==> src/logic/pbs_pkg.sv <==
// Constants and carriers for the pixel balance and shift datapath.
// Assumes one 50 MHz clock and a synchronous active-high reset.
package pbs_pkg;
  localparam int PIX_W = 12;
  localparam int RATIO_W = 8;
  localparam int RATIO_FRAC = 6;
  localparam int NUM_COL = 3;
  localparam int DROP8 = 4;
  localparam int CLK_PERIOD_NS = 20;

  // Word addresses on the register bus
  localparam logic [2:0] REG_SEL = 3'h0;
  localparam logic [2:0] REG_RATIO = 3'h1;
  localparam logic [2:0] REG_SHIFT = 3'h2;
  localparam logic [2:0] REG_FMT = 3'h3;
  localparam logic [2:0] REG_STAT = 3'h4;

  // Colour codes; code 3 is mono and bypasses balance
  localparam logic [1:0] COL_RED = 2'h0;
  localparam logic [1:0] COL_GREEN = 2'h1;
  localparam logic [1:0] COL_BLUE = 2'h2;
  localparam logic [1:0] COL_MONO = 2'h3;

  // Ratio is unsigned 2.6 fixed point: 0x40 is 1.00, 0xff is 3.98
  localparam logic [7:0] RATIO_UNITY = 8'h40;
  localparam logic [2:0] SHIFT_MAX = 3'h4;
  localparam logic [2:0] SHIFT_RST = 3'h0;
  localparam logic [1:0] SEL_RST = 2'h0;
  localparam logic FMT8_RST = 1'b0;
  localparam logic [11:0] PIX_FULL = 12'hfff;
  localparam int FMT8_BIT = 0;
  localparam int STAT_SAT_BIT = 0;
  localparam int STAT_CLAMP_BIT = 1;

  typedef struct packed {
    logic [1:0] col;
    logic [11:0] val;
  } pbs_pix_t;

  typedef struct packed {
    logic fmt8;
    logic [2:0] shift;
  } pbs_cfg_t;

  typedef enum logic {
    BUS_IDLE,
    BUS_ACK
  } pbs_bus_t;
endpackage

==> src/logic/pbs_top.sv <==
// Pixel balance and shift stage: white balance gain, then digital shift.
// Assumes pixels arrive synchronous to clk_sys, one per valid cycle,
// and software reaches the settings over Avalon-MM with waitrequest.
//
// Contract
// RULE1: Ratio one leaves channel intensity unchanged
// RULE2: Intensity scales in proportion to ratio
// RULE3: Ratios 0.00 to 3.98 accepted per colour
// RULE4: Ratio write goes to selected colour only
// RULE5: No shift, 12-bit: all bits pass
// RULE6: Shift one, 12-bit: bits 10..0, zero
// RULE7: Shift two, 12-bit: bits 9..0, zeros
// RULE8: Shift three, 12-bit: bits 8..0, zeros
// RULE9: Shift four, 12-bit: bits 7..0, zeros
// RULE10: Bit shifted out set forces all ones
// RULE11: Host shifts only when readings stay small
// RULE12: No shift, 8-bit: ADC bits 11..4
// RULE13: Shift code zero off, one..four shifts
// RULE14: 8-bit window drops one per shift
// RULE15: Multiply before shift, clamp to full scale
//
// Register access over Avalon-MM and the placing of the registers are this design's own decisions.
`timescale 1ns/1ps
module pbs_top (
  input wire logic clk_sys,
  input wire logic rst,
  input wire logic [2:0] avs_address,
  input wire logic avs_read,
  input wire logic avs_write,
  input wire logic [31:0] avs_writedata,
  input wire logic [3:0] avs_byteenable,
  output logic [31:0] avs_readdata,
  output logic avs_waitrequest,
  input wire logic in_valid,
  input wire pbs_pkg::pbs_pix_t in_pix,
  output logic out_valid,
  output logic [11:0] out_pix
);
  pbs_pkg::pbs_bus_t bus_state;
  logic acc_wr;
  logic wr_lane0;
  logic [31:0] rd_mux;
  logic [1:0] sel;
  pbs_pkg::pbs_cfg_t cfg;
  logic [1:0] stat;
  logic [1:0] stat_set;
  logic [1:0] stat_clr;
  logic ratio_wr;
  logic [7:0] sel_ratio;
  logic [7:0] a_ratio;
  logic a_valid;
  logic [11:0] a_val;
  logic [19:0] prod;
  logic clamp;
  logic b_valid;
  logic [11:0] b_val;
  logic b_clamp;
  logic sh_sat;

  // Bus: one wait cycle, then a single-cycle ack; keeps decode registered
  always_ff @(posedge clk_sys) begin
    if (rst) begin
      bus_state <= pbs_pkg::BUS_IDLE;
      avs_waitrequest <= 1'b1;
    end else begin
      case (bus_state)
        pbs_pkg::BUS_IDLE: begin
          if (avs_read || avs_write) begin
            bus_state <= pbs_pkg::BUS_ACK;
            avs_waitrequest <= 1'b0;
          end
        end
        pbs_pkg::BUS_ACK: begin
          bus_state <= pbs_pkg::BUS_IDLE;
          avs_waitrequest <= 1'b1;
        end
        default: begin
          bus_state <= pbs_pkg::BUS_IDLE;
          avs_waitrequest <= 1'b1;
        end
      endcase
    end
  end

  // Write lands at the edge where the master sees waitrequest low
  assign acc_wr = avs_write && bus_state == pbs_pkg::BUS_ACK;
  assign wr_lane0 = acc_wr && avs_byteenable[0];

  always_comb begin
    rd_mux = 32'h0000_0000;
    if (avs_address == pbs_pkg::REG_SEL) begin
      rd_mux = {30'h0, sel};
    end else if (avs_address == pbs_pkg::REG_RATIO) begin
      rd_mux = {24'h0, sel_ratio};
    end else if (avs_address == pbs_pkg::REG_SHIFT) begin
      rd_mux = {29'h0, cfg.shift};
    end else if (avs_address == pbs_pkg::REG_FMT) begin
      rd_mux = {31'h0, cfg.fmt8};
    end else if (avs_address == pbs_pkg::REG_STAT) begin
      rd_mux = {30'h0, stat};
    end
  end

  always_ff @(posedge clk_sys) begin
    if (rst) begin
      avs_readdata <= 32'h0000_0000;
    end else if (avs_read && bus_state == pbs_pkg::BUS_IDLE) begin
      avs_readdata <= rd_mux;
    end
  end

  // Colour selector; the mono code is not a balance target
  always_ff @(posedge clk_sys) begin
    if (rst) begin
      sel <= pbs_pkg::SEL_RST;
    end else if (wr_lane0 && avs_address == pbs_pkg::REG_SEL
                 && avs_writedata[1:0] != pbs_pkg::COL_MONO) begin
      sel <= avs_writedata[1:0]; // RULE4
    end
  end

  // Full byte is legal: 0x00 to 0xff spans 0.00 to 3.98
  assign ratio_wr = wr_lane0 && avs_address == pbs_pkg::REG_RATIO; // RULE3

  // Codes above four are refused so the shifter never sees them
  always_ff @(posedge clk_sys) begin
    if (rst) begin
      cfg.shift <= pbs_pkg::SHIFT_RST;
    end else if (wr_lane0 && avs_address == pbs_pkg::REG_SHIFT
                 && avs_writedata[2:0] <= pbs_pkg::SHIFT_MAX) begin
      cfg.shift <= avs_writedata[2:0]; // RULE13
    end
  end

  always_ff @(posedge clk_sys) begin
    if (rst) begin
      cfg.fmt8 <= pbs_pkg::FMT8_RST;
    end else if (wr_lane0 && avs_address == pbs_pkg::REG_FMT) begin
      cfg.fmt8 <= avs_writedata[pbs_pkg::FMT8_BIT];
    end
  end

  // Sticky status, write one to clear; a new event beats the clear
  always_comb begin
    stat_set = 2'h0;
    stat_set[pbs_pkg::STAT_SAT_BIT] = sh_sat;
    stat_set[pbs_pkg::STAT_CLAMP_BIT] = b_valid && b_clamp;
    stat_clr = 2'h0;
    if (wr_lane0 && avs_address == pbs_pkg::REG_STAT) begin
      stat_clr = avs_writedata[1:0];
    end
  end

  always_ff @(posedge clk_sys) begin
    if (rst) begin
      stat <= 2'h0;
    end else begin
      stat <= (stat & ~stat_clr) | stat_set;
    end
  end

  pbs_ratio_bank i_pbs_ratio_bank (
    .clk_sys(clk_sys),
    .rst(rst),
    .wr_en(ratio_wr),
    .wr_idx(sel), // RULE4
    .wr_data(avs_writedata[7:0]),
    .cfg_idx(sel),
    .cfg_data(sel_ratio),
    .pix_idx(in_pix.col),
    .pix_data(a_ratio)
  );

  // Stage A lines the pixel up with its colour's ratio
  always_ff @(posedge clk_sys) begin
    if (rst) begin
      a_valid <= 1'b0;
      a_val <= 12'h000;
    end else begin
      a_valid <= in_valid;
      a_val <= in_pix.val;
    end
  end

  // Gain ahead of shift; floor keeps unity exact
  always_comb begin
    prod = {8'h00, a_val} * {12'h000, a_ratio}; // RULE1 RULE2
    clamp = |prod[19:18]; // RULE15
  end

  always_ff @(posedge clk_sys) begin
    if (rst) begin
      b_valid <= 1'b0;
      b_val <= 12'h000;
      b_clamp <= 1'b0;
    end else begin
      b_valid <= a_valid;
      b_clamp <= clamp;
      b_val <= clamp ? pbs_pkg::PIX_FULL : prod[17:6]; // RULE15
    end
  end

  pbs_shift_sat i_pbs_shift_sat (
    .clk_sys(clk_sys),
    .rst(rst),
    .in_valid(b_valid),
    .in_val(b_val),
    .cfg(cfg),
    .out_valid(out_valid),
    .out_pix(out_pix),
    .out_sat(sh_sat)
  );

  a_unity_ratio: assert property (@(posedge clk_sys) disable iff (rst) // RULE1
    a_valid && a_ratio == pbs_pkg::RATIO_UNITY
    |=> b_valid && b_val == $past(a_val))
    else $error("unity ratio changed the pixel");
  a_ratio_raise: assert property (@(posedge clk_sys) disable iff (rst) // RULE2
    a_valid && a_ratio > pbs_pkg::RATIO_UNITY
    |=> b_val >= $past(a_val))
    else $error("ratio above one lowered the pixel");
  a_ratio_lower: assert property (@(posedge clk_sys) disable iff (rst) // RULE2
    a_valid && a_ratio < pbs_pkg::RATIO_UNITY
    |=> b_val <= $past(a_val))
    else $error("ratio below one raised the pixel");
  a_ratio_to_sel: assert property (@(posedge clk_sys) // RULE4
    disable iff (rst)
    ratio_wr |-> ##2 sel_ratio == $past(avs_writedata[7:0], 2))
    else $error("ratio not stored for selected colour");
  a_ratio_range_full: assert property (@(posedge clk_sys) // RULE3
    disable iff (rst)
    ratio_wr && avs_writedata[7:0] == 8'hff |-> ##2 sel_ratio == 8'hff)
    else $error("top ratio value refused");
  a_product_clamp: assert property (@(posedge clk_sys) // RULE15
    disable iff (rst)
    a_valid && (({8'h00, a_val} * {12'h000, a_ratio}) >> 6) > 20'h00fff
    |=> b_clamp && b_val == pbs_pkg::PIX_FULL)
    else $error("product not clamped to full scale");
  a_shift_code_legal: assert property (@(posedge clk_sys) // RULE13
    disable iff (rst)
    wr_lane0 && avs_address == pbs_pkg::REG_SHIFT
    |=> cfg.shift == ($past(avs_writedata[2:0]) <= pbs_pkg::SHIFT_MAX
        ? $past(avs_writedata[2:0]) : $past(cfg.shift)))
    else $error("shift code handling wrong");
  a_bus_ack_once: assert property (@(posedge clk_sys) disable iff (rst)
    !avs_waitrequest |=> avs_waitrequest)
    else $error("waitrequest low for more than one cycle");
  // One wait state: the answer comes at the second edge of a request
  a_one_wait: assert property (@(posedge clk_sys)
    disable iff (rst)
    bus_state == pbs_pkg::BUS_IDLE && (avs_read || avs_write)
    |=> !avs_waitrequest)
    else $error("request not answered after one wait state");
  a_idle_wait_high: assert property (@(posedge clk_sys)
    disable iff (rst)
    bus_state == pbs_pkg::BUS_IDLE && !avs_read && !avs_write
    |=> avs_waitrequest)
    else $error("waitrequest low without a request");
  a_write_once: assert property (@(posedge clk_sys)
    disable iff (rst)
    acc_wr |=> !acc_wr)
    else $error("one write request landed twice");
  // Read data must not move while the master may still be taking it
  a_rdata_stands: assert property (@(posedge clk_sys)
    disable iff (rst)
    !(avs_read && bus_state == pbs_pkg::BUS_IDLE)
    |=> $stable(avs_readdata))
    else $error("read data changed without a read");
  a_unmapped_zero: assert property (@(posedge clk_sys)
    disable iff (rst)
    avs_read && bus_state == pbs_pkg::BUS_IDLE
    && avs_address > pbs_pkg::REG_STAT
    |=> avs_readdata == 32'h0000_0000)
    else $error("unmapped address read non-zero");
  // Mono is a pixel code only; the host cannot select it
  a_sel_no_mono: assert property (@(posedge clk_sys) // RULE4
    disable iff (rst)
    wr_lane0 && avs_address == pbs_pkg::REG_SEL
    |=> sel == ($past(avs_writedata[1:0]) != pbs_pkg::COL_MONO
        ? $past(avs_writedata[1:0]) : $past(sel)))
    else $error("colour selector write handled wrong");
  a_fmt_write: assert property (@(posedge clk_sys) // RULE12
    disable iff (rst)
    wr_lane0 && avs_address == pbs_pkg::REG_FMT
    |=> cfg.fmt8 == $past(avs_writedata[pbs_pkg::FMT8_BIT]))
    else $error("format bit not stored");
  // A clear in the same cycle as a new event must not lose the event
  a_stat_set_wins: assert property (@(posedge clk_sys) // RULE10
    disable iff (rst)
    stat_set != 2'h0 |=> (stat & $past(stat_set)) == $past(stat_set))
    else $error("status event lost");
  a_stat_clear: assert property (@(posedge clk_sys)
    disable iff (rst)
    wr_lane0 && avs_address == pbs_pkg::REG_STAT
    |=> (stat & $past(avs_writedata[1:0] & ~stat_set)) == 2'h0)
    else $error("status bit not cleared");
  // Fixed three-cycle path; the transmit side has no back-pressure
  a_pix_latency: assert property (@(posedge clk_sys)
    disable iff (rst)
    in_valid |-> ##3 out_valid)
    else $error("pixel not out three cycles after it entered");
  a_no_stray_out: assert property (@(posedge clk_sys)
    disable iff (rst)
    !in_valid |-> ##3 !out_valid)
    else $error("output pulse without a pixel");
  a_ratio_zero: assert property (@(posedge clk_sys) // RULE3
    disable iff (rst)
    a_valid && a_ratio == 8'h00 |=> b_val == 12'h000)
    else $error("zero ratio did not blank the channel");

  c_unity_pixel: cover property (@(posedge clk_sys) disable iff (rst)
    a_valid && a_ratio == pbs_pkg::RATIO_UNITY);
  c_clamp_seen: cover property (@(posedge clk_sys) disable iff (rst)
    b_valid && b_clamp);
  c_ratio_write: cover property (@(posedge clk_sys) disable iff (rst)
    ratio_wr && sel == pbs_pkg::COL_BLUE);
endmodule

==> src/logic/pbs_ratio_bank.sv <==
// Per-colour balance ratio store with two registered read ports.
// Assumes the writer picks the entry; out-of-range index reads unity.
`timescale 1ns/1ps
module pbs_ratio_bank #(
  parameter int N = pbs_pkg::NUM_COL,
  parameter int W = pbs_pkg::RATIO_W
) (
  input wire logic clk_sys,
  input wire logic rst,
  input wire logic wr_en,
  input wire logic [1:0] wr_idx,
  input wire logic [W-1:0] wr_data,
  input wire logic [1:0] cfg_idx,
  output logic [W-1:0] cfg_data,
  input wire logic [1:0] pix_idx,
  output logic [W-1:0] pix_data
);
  logic [W-1:0] mem [N];

  always_ff @(posedge clk_sys) begin
    if (rst) begin
      for (int i = 0; i < N; i++) begin
        mem[i] <= W'(pbs_pkg::RATIO_UNITY);
      end
    end else if (wr_en && 32'(wr_idx) < N) begin
      mem[wr_idx] <= wr_data;
    end
  end

  // Mono samples see unity so they pass through unbalanced
  always_ff @(posedge clk_sys) begin
    if (rst) begin
      cfg_data <= W'(pbs_pkg::RATIO_UNITY);
      pix_data <= W'(pbs_pkg::RATIO_UNITY);
    end else begin
      cfg_data <= (32'(cfg_idx) < N) ? mem[cfg_idx]
                                      : W'(pbs_pkg::RATIO_UNITY);
      pix_data <= (32'(pix_idx) < N) ? mem[pix_idx]
                                      : W'(pbs_pkg::RATIO_UNITY);
    end
  end
endmodule

==> src/logic/pbs_shift_sat.sv <==
// Digital left shift with saturation and 12/8-bit output selection.
// Assumes shift codes above four never arrive.
`timescale 1ns/1ps
module pbs_shift_sat (
  input wire logic clk_sys,
  input wire logic rst,
  input wire logic in_valid,
  input wire logic [11:0] in_val,
  input wire pbs_pkg::pbs_cfg_t cfg,
  output logic out_valid,
  output logic [11:0] out_pix,
  output logic out_sat
);
  logic [15:0] wide;
  logic sat;
  logic [11:0] twelve;
  logic [11:0] next_pix;

  always_comb begin
    wide = {4'h0, in_val} << cfg.shift; // RULE6 RULE7 RULE8 RULE9
    sat = |wide[15:12]; // RULE10
    twelve = sat ? pbs_pkg::PIX_FULL : wide[11:0]; // RULE10
    // Eight-bit window slides down with the shift
    next_pix = cfg.fmt8 ? {4'h0, twelve[11:pbs_pkg::DROP8]} // RULE12 RULE14
                        : twelve; // RULE5
  end

  always_ff @(posedge clk_sys) begin
    if (rst) begin
      out_valid <= 1'b0;
      out_pix <= 12'h000;
      out_sat <= 1'b0;
    end else begin
      out_valid <= in_valid;
      out_pix <= in_valid ? next_pix : out_pix;
      out_sat <= in_valid && sat;
    end
  end

  a_no_shift_12: assert property (@(posedge clk_sys) disable iff (rst) // RULE5
    in_valid && !cfg.fmt8 && cfg.shift == 3'h0
    |=> out_valid && out_pix == $past(in_val))
    else $error("unshifted 12-bit pixel altered");
  a_shift_one_12: assert property (@(posedge clk_sys) // RULE6
    disable iff (rst)
    in_valid && !cfg.fmt8 && cfg.shift == 3'h1 && !in_val[11]
    |=> out_pix == {$past(in_val[10:0]), 1'b0})
    else $error("shift by one wrong");
  a_shift_two_12: assert property (@(posedge clk_sys) // RULE7
    disable iff (rst)
    in_valid && !cfg.fmt8 && cfg.shift == 3'h2 && in_val[11:10] == 2'h0
    |=> out_pix == {$past(in_val[9:0]), 2'h0})
    else $error("shift by two wrong");
  a_shift_three_12: assert property (@(posedge clk_sys) // RULE8
    disable iff (rst)
    in_valid && !cfg.fmt8 && cfg.shift == 3'h3 && in_val[11:9] == 3'h0
    |=> out_pix == {$past(in_val[8:0]), 3'h0})
    else $error("shift by three wrong");
  a_shift_four_12: assert property (@(posedge clk_sys) // RULE9
    disable iff (rst)
    in_valid && !cfg.fmt8 && cfg.shift == 3'h4 && in_val[11:8] == 4'h0
    |=> out_pix == {$past(in_val[7:0]), 4'h0})
    else $error("shift by four wrong");
  a_sat_all_ones: assert property (@(posedge clk_sys) // RULE10
    disable iff (rst)
    in_valid && cfg.shift != 3'h0
    && (in_val >> (4'hc - {1'b0, cfg.shift})) != 12'h000
    |=> out_sat && out_pix == ($past(cfg.fmt8) ? 12'h0ff : 12'hfff))
    else $error("overflow did not saturate");
  a_eight_bit_top: assert property (@(posedge clk_sys) // RULE12
    disable iff (rst)
    in_valid && cfg.fmt8 && cfg.shift == 3'h0
    |=> out_pix == {4'h0, $past(in_val[11:4])})
    else $error("8-bit unshifted window wrong");
  a_eight_bit_one: assert property (@(posedge clk_sys) // RULE14
    disable iff (rst)
    in_valid && cfg.fmt8 && cfg.shift == 3'h1 && !in_val[11]
    |=> out_pix == {4'h0, $past(in_val[10:3])})
    else $error("8-bit shift by one window wrong");
  a_eight_bit_four: assert property (@(posedge clk_sys) // RULE14
    disable iff (rst)
    in_valid && cfg.fmt8 && cfg.shift == 3'h4 && in_val[11:8] == 4'h0
    |=> out_pix == {4'h0, $past(in_val[7:0])})
    else $error("8-bit shift by four window wrong");

  c_saturate: cover property (@(posedge clk_sys) disable iff (rst)
    out_valid && out_sat);
  c_eight_shift: cover property (@(posedge clk_sys) disable iff (rst)
    in_valid && cfg.fmt8 && cfg.shift == 3'h3);
endmodule

==> config.mk <==
export PLATFORM = sky130hd
export DESIGN_NAME = pbs_top
export DESIGN_NICKNAME = d
export VERILOG_FILES = /design/src/logic/pbs_pkg.sv /design/src/logic/pbs_top.sv /design/src/logic/pbs_ratio_bank.sv /design/src/logic/pbs_shift_sat.sv
export SDC_FILE = /design/constraint.sdc
export NUM_CORES = 1
export LEC_CHECK = 0
export ABC_AREA = 0
export BUFFER_PORTS_ARGS = -buffer_cell sky130_fd_sc_hd__buf_2
export CORE_MARGIN = 10
export CORE_UTILIZATION = 35
export CTS_CLUSTER_SIZE = 14
export DETAILED_ROUTE_END_ITERATION = 16
export HOLD_SLACK_MARGIN = 0.08
export PLACE_DENSITY = 0.64
export SLEW_MARGIN = 20
export SYNTH_ARGS = -nofsm -noshare
export SYNTH_HDL_FRONTEND = slang
export SYNTH_HIERARCHICAL = 1
export SYNTH_SLANG_ARGS = --single-unit
==> constraint.sdc <==
create_clock -name clk_sys -period 4.5 [get_ports clk_sys]
set_input_delay 0.225 -clock clk_sys [delete_from_list [all_inputs] [get_ports clk_sys]]
set_output_delay 0.225 -clock clk_sys [all_outputs]
set_load 0.1 [all_outputs]
; Word level (Yosys, flattened, before mapping)
; Memories as Yosys holds them, arrays and structs flattened. A register that Yosys moved wholly into a read port is not among the register bits.
; Cells that the tools add are included.
; W data, S select, Z words.
[classes]
addsub = 0
mul = 1
div = 0
order_cmp = 3
eq_ne = 6
shift = 1
mux = 21
n_bitwise = 6
reduce_logical = 20
[ops]
columns = cell, n
row1 = $mux W12, 3
row2 = $mux W8, 3
row3 = $mul A12 B8 Y20, 1
row4 = $shl A12 B3 Y16, 1
row5 = $logic_and A1 B1 Y1, 13
row6 = $mux W1, 8
row7 = $mux W2, 4
row8 = $reduce_or A8 Y1, 1
row9 = $eq A3 B2 Y1 const B, 2
row10 = $reduce_or A2 Y1, 3
row11 = $lt A2 B2 Y1 const B, 2
row12 = $ne A2 B2 Y1 const B, 2
row13 = $pmux W1 S2, 2
row14 = $reduce_or A4 Y1, 1
row15 = $eq A3 B1 Y1 const B, 1
row16 = $eq A3 B3 Y1 const B, 1
row17 = $le A3 B3 Y1 const B, 1
row18 = $logic_not A3 Y1, 1
row19 = $mux W3, 1
row20 = $not A1 Y1, 3
row21 = $and A2 B2 Y2, 1
row22 = $not A2 Y2, 1
row23 = $or A2 B2 Y2, 1
row24 = $logic_or A1 B1 Y1, 1
[word_totals]
regBits = 83
latch_bits = 0
mem_bits_rw = 24
rom_bits = 0
inputBits = 58
output_inout_bits = 46
wordCells = 74
memories = 1
[memory_table]
columns = name, depth, word_bits, read_ports, rd_clocked_by_memory_dff, write_ports, line
row1 = i_pbs_ratio_bank.mem, 3, 8, 2, 2, 3, pbs_ratio_bank.sv:18  ; logic [W-1:0] mem [N];

; Logic depth before layout (Yosys ltp)
[depth]
ltp_word = 9
ltp_mapped = 20
depth_no_buf = 17

; By module
; The synthesis kept the hierarchy.
[by_module_without_submodules]
columns = mod, n_inst, cells_each, area_per_inst_um2, seq_area_each_um2
row1 = pbs_top, 1, 524, 4729.5, 900.9
row2 = pbs_ratio_bank, 1, 154, 1759.2, 1041.0
row3 = pbs_shift_sat, 1, 113, 1157.4, 280.3

; Worst setup path after synthesis
; OpenSTA, ideal clock, no wires.
[synth_path]
kind = register -> register
startpoint = reg i_pbs_ratio_bank.pix_data[2], read port of i_pbs_ratio_bank.mem
endpoint = reg b_val[10]
setup_ns = 0.136
arrival_time_ns = 4.354
required_ns = 4.364
setup_slack_ns = 0.010
stages_incl_launch_ff = 19
n_path_buf = 2
period_less_slack_ns = 4.490
path_cell_list = dfxtp_1 clkbuf_1 and2_1 fa_1 inv_1 fa_1 inv_1 fa_1 inv_1 fa_1 inv_1 ha_1 and4_1 a32oi_2 o31ai_2 xor2_1 nor3_2 buf_6 a21oi_2
[synth_via]
elab_chain_cells = 3
[synth_rtl]
columns = item, line
row1 = "start, declared", pbs_ratio_bank.sv:16  ; output logic [W-1:0] pix_data
row2 = $mul A12 B8 Y20 *, pbs_top.sv:187  ; prod = {8'h00, a_val} * {12'h000, a_ratio};
row3 = $reduce_or A2 Y1, pbs_top.sv:188  ; clamp = |prod[19:18];
row4 = $mux W12 *, pbs_top.sv:199  ; b_val <= clamp ? pbs_pkg::PIX_FULL : prod[17:6];
row5 = "end signal, assigned", pbs_top.sv:199
row6 = "end, declared", pbs_top.sv:56  ; logic [11:0] b_val;
; Every way passes the cells marked *; elsewhere a longest branch is shown, timed or not.
; A chain may end at the register's enable or synchronous reset.

; Worst setup path after layout
[layout_path]
startpoint = reg a_val[8]
endpoint = reg b_val[1]
[layout_via]
elab_chain_cells = 3
[layout_rtl]
columns = item, line
row1 = "start, declared", pbs_top.sv:52  ; logic [11:0] a_val;
row2 = "start signal, assigned", pbs_top.sv:181  ; a_val <= in_pix.val;
row3 = $mul A12 B8 Y20, pbs_top.sv:187
row4 = $reduce_or A2 Y1, pbs_top.sv:188
row5 = $mux W12, pbs_top.sv:199
; No other way between the ends.

==> metrics.md <==
| Metric | Value |
|---|---|
| Routed length per placed instance | 14.7 um |
| Final #Nets | 1031 |
| Clock sink count | 99 |
| Max transition margin | 34.1% |
| Violations in the final reports | negative setup slack |
| Overflow after GRT | 0 |
| Proportion of power drawn by flip-flops and latches | 39.0% |
| Data required time at the worst endpoint | 4710 ps |
| Critical Path Start Type | register |
| Top Ports | 104 |
| Slew at the pin closest to its max-slew limit | 987 ps |
| Via count | 5691 |
| Total standard cell area after synthesis | 7650 um^2 |
| Hold Path Class | input port to register |
| Total instance count after detailed placement | 1129 |
| Final instance count without filler cells | 1162 |
| Total wire length | 17.1 mm |
| Yosys Warn Count | 6 |
| Later-pin clock latency in the skew report | 360 ps |
| Ys async rst share | 0% |
| Height of the chip | 168 um |
| Switching share of power | 33.8% |
| Dominant cell type by area after synthesis | dfxtp_1 |
| Unrepaired setup endpoints after global routing | yes |
| Sequential element share of the synthesized area | 29.1% |
| Number of antenna violations at the first check in global routing | 0 |
| Share of total power in combinational logic | 27.6% |
| Effective utilization at floorplan | 35.3% |
| Top cell type's share of synthesized area | 19.6% |
| Final Power | 2.59 mW |
| Internal power | 1.71 mW |
| Max frequency | 218 MHz |
| Post-synthesis cell type count | 73 |
| Power density over the cells | 289 nW/um^2 |
| Number of cells traversed by the worst register-to-register path | 20 |
| Violation count after the first detailed-routing iteration | 247 |
| Fill cell total of the finished layout | 2110 |
| Residual DRC count | 0 |
| Vias in the first global route | 6002 |
| Non-Filler Cell Area, Final | 8960 um^2 |
| Core box area | 21700 um^2 |
| Total iterations of the first detailed-routing run | 7 |
| Clock Tree Root | clkbuf_16 |
| Worst ir drop on vdd | 0.000248 V |
| Fin worst setup slack | -78.5 ps |
| Tcrit/Tclk final | 102% |
| Clock tree from TritonCTS | done |
| Mean cell area of the mapped netlist | 9.67 um^2 |
| Outcome | complete, but fails checks |
| Commonest register cell after synthesis | dfxtp_1 |
| Accumulated negative setup slack | -831 ps |
| Final setup vio count | 13 |
| Layout cells sized above 1 | 23.0% |
| Worst endpoint data arrival time | 4780 ps |
| Cell Area, Placed | 8300 um^2 |
| Worst hold path cell count | 2 |
| Area growth syn-to-layout | 17.2% |
| Global-route wire length before repair | 29.6 mm |
| Count of pins over their slew limit | 0 |
| Gate Count Post-Synth | 791 |
| Top post-synthesis cells by area | dfxtp_1 20%, fa_1 15%, edfxtp_1 9.4% |
| Sort of element at the end of the critical path | register |
| Antenna diodes | 0 |
| Number of enable flip-flop cells after synthesis | 24 |
| Detailed placement HPWL | 12.9 mm |
| Total of buffers placed on input and output ports | 52 |
| Buffer levels on the longest clock path | 2 |
| Register clock-pin slew on the reported worst setup and hold paths | 70 ps |
| Setup skew after layout | 9.87 ps |
| Final core utilization | 41.3% |
| H-tree depth | 3 |
| Total CTS buffers | 9 |
| Vias/cell | 4.90 |
| Total count of hold-check failures in the final report | 0 |
| Fin Hold WS | 87.7 ps |
| Net Sw Power | 0.875 mW |
| Startpoint-to-endpoint class of the critical path | register to register |
| Count of maximum capacitance violations | 0 |
| Final weighted congestion in routability-driven placement | 0.778 |
| Antenna Violating Nets Remaining | 0 |
| Die ar. | 28200 um^2 |
| Lkg Pwr | 3.93 nW |
| Crit Path Max Fanout | 7 |
| Min cycle time layout | 4580 ps |
| Largest net degree at the start of global routing | 81 |
| Overall routing resource usage | 12.5% |
| Synthesized flop and latch total | 99 |
| Part of the power in the clock network | 33.4% |
| Die outline width | 168 um |
| Total number of placement rows | 54 |
| Setup slack at placement | -153 ps |
power groups by stage:
stage | Sequential, mW | Combinational (mW) | Clock, mW
6_report | 1.01 | 0.715 | 0.864
4_1_cts | 1.01 | 0.702 | 0.878
5_1_grt | 1.02 | 0.793 | 0.912
2_1_floorplan | 1.05 | 0.480 | 0
3_3_place_gp | 1.03 | 0.664 | 0
3_5_place_dp | 1.03 | 0.669 | 0
worst paths after layout:
check             startpoint         to  slack (ps)
hold / removal    in_pix[11]  a_val[11]          90
hold reg to reg      a_valid    b_valid         440
setup reg to reg    a_val[8]   b_val[1]         -80
setup / recovery    a_val[8]   b_val[1]         -80
sequential cells by signal, indices dropped and copies added (netlist names), 2 cells and up:
name,flops
avs_readdata,8
cfg,4
i_pbs_shift_sat/out_pix,12
i_pbs_ratio_bank/pix_data,8
a_val,12
sel,2
i_pbs_ratio_bank/mem,24
stat,2
b_val,12
i_pbs_ratio_bank/cfg_data,8
cell families (layout without fill, tap and decap cells):
| logic type | Yosys count | count (layout) | share of synthesized area [%] |
|---|---|---|---|
| multiplexers | 34 | 34 | 6.28 |
| AND/OR/NAND/NOR | 272 | 272 | 19.3 |
| flip-flops | 99 | 99 | 29.1 |
| other | 1 | 24 | 0.0490 |
| XOR/XNOR | 13 | 13 | 1.49 |
| adder cells (fa/ha/maj) | 96 | 96 | 21.5 |
| AO/OA/AOI/OAI | 131 | 131 | 13.2 |
| buffers and inverters | 145 | 213 | 9.13 |
routing by layer:
metal  routed length (um)  GRT usage (%)  part of all wire [%]  up-vias
met4                  220           3.14                   1.3        0
met3                  624           2.54                   3.6       24
li1                     -              -                     -     2783
met5                    0              0                     0        -
met2                 8730           22.0                    51       83
met1                 7530           15.2                    44     2801
critical path: stages (launching register included):
cell and delay [ps]:
dfxtp_4 370, and2_1 180, fa_1 540, inv_1 50, fa_1 480, inv_1 60, fa_1 480, inv_1 50
fa_1 480, inv_1 60, ha_4 270, buf_4 120, nand2_2 100, nor2_4 130, nand2_2 80, o31ai_2 280
xor2_1 140, nor3_4 250, buf_6 130, buf_12 110, a21oi_1 60
timing repair:
action | 4_1_cts | 5_1_grt
endpoints found under the setup margin | 13 | 13
resized for setup | 28 | 16
setup buffers | 4 | 1
gates cloned | 1 | 0
hold buffers | 11 | 0
endpoints found under the hold margin | 11 | 0
pin swaps | 10 | 9
placed cells by master, fill, tap and decap left out, types with 7 or more instances in the layout:
| cell | instances |
|---|---|
| a211oi_1 | 16 |
| edfxtp_1 | 24 |
| ha_1 | 33 |
| mux4_2 | 11 |
| nand2_1 | 41 |
| dlygate4sd3_1 | 11 |
| buf_2 | 51 |
| xnor2_1 | 7 |
| buf_4 | 46 |
| clkbuf_16 | 10 |
| conb_1 | 24 |
| a21oi_1 | 24 |
| nand2b_1 | 17 |
| a22oi_1 | 7 |
| nor2_1 | 59 |
| mux2i_1 | 21 |
| nor3_1 | 13 |
| a21oi_2 | 13 |
| a21o_1 | 7 |
| dfxtp_1 | 63 |
| fa_1 | 58 |
| inv_1 | 82 |
| and2_1 | 72 |
| nor2b_1 | 28 |
cell usage after synthesis, types with 18 or more instances:
library cell   n
a21oi_1       28
and2_1        72
buf_4         29
clkbuf_1      18
dfxtp_1       75
edfxtp_1      24
fa_1          59
ha_1          37
inv_1         82
mux2i_1       21
nand2_1       44
nor2_1        60
nor2b_1       28
area by class of cell:
cell class                 instances  area (um^2)  share of cell area [%]
tap                              280          350                    3.91
timing repair buffer             112          781                    8.71
inverter                          85          319                    3.56
multi-input combinational        570         4930                    55.0
sequential                        99         2250                    25.1
clock buffer                      10          250                    2.79
clock inverter                     6         78.8                   0.880
(Power assumes the default switching activity.)
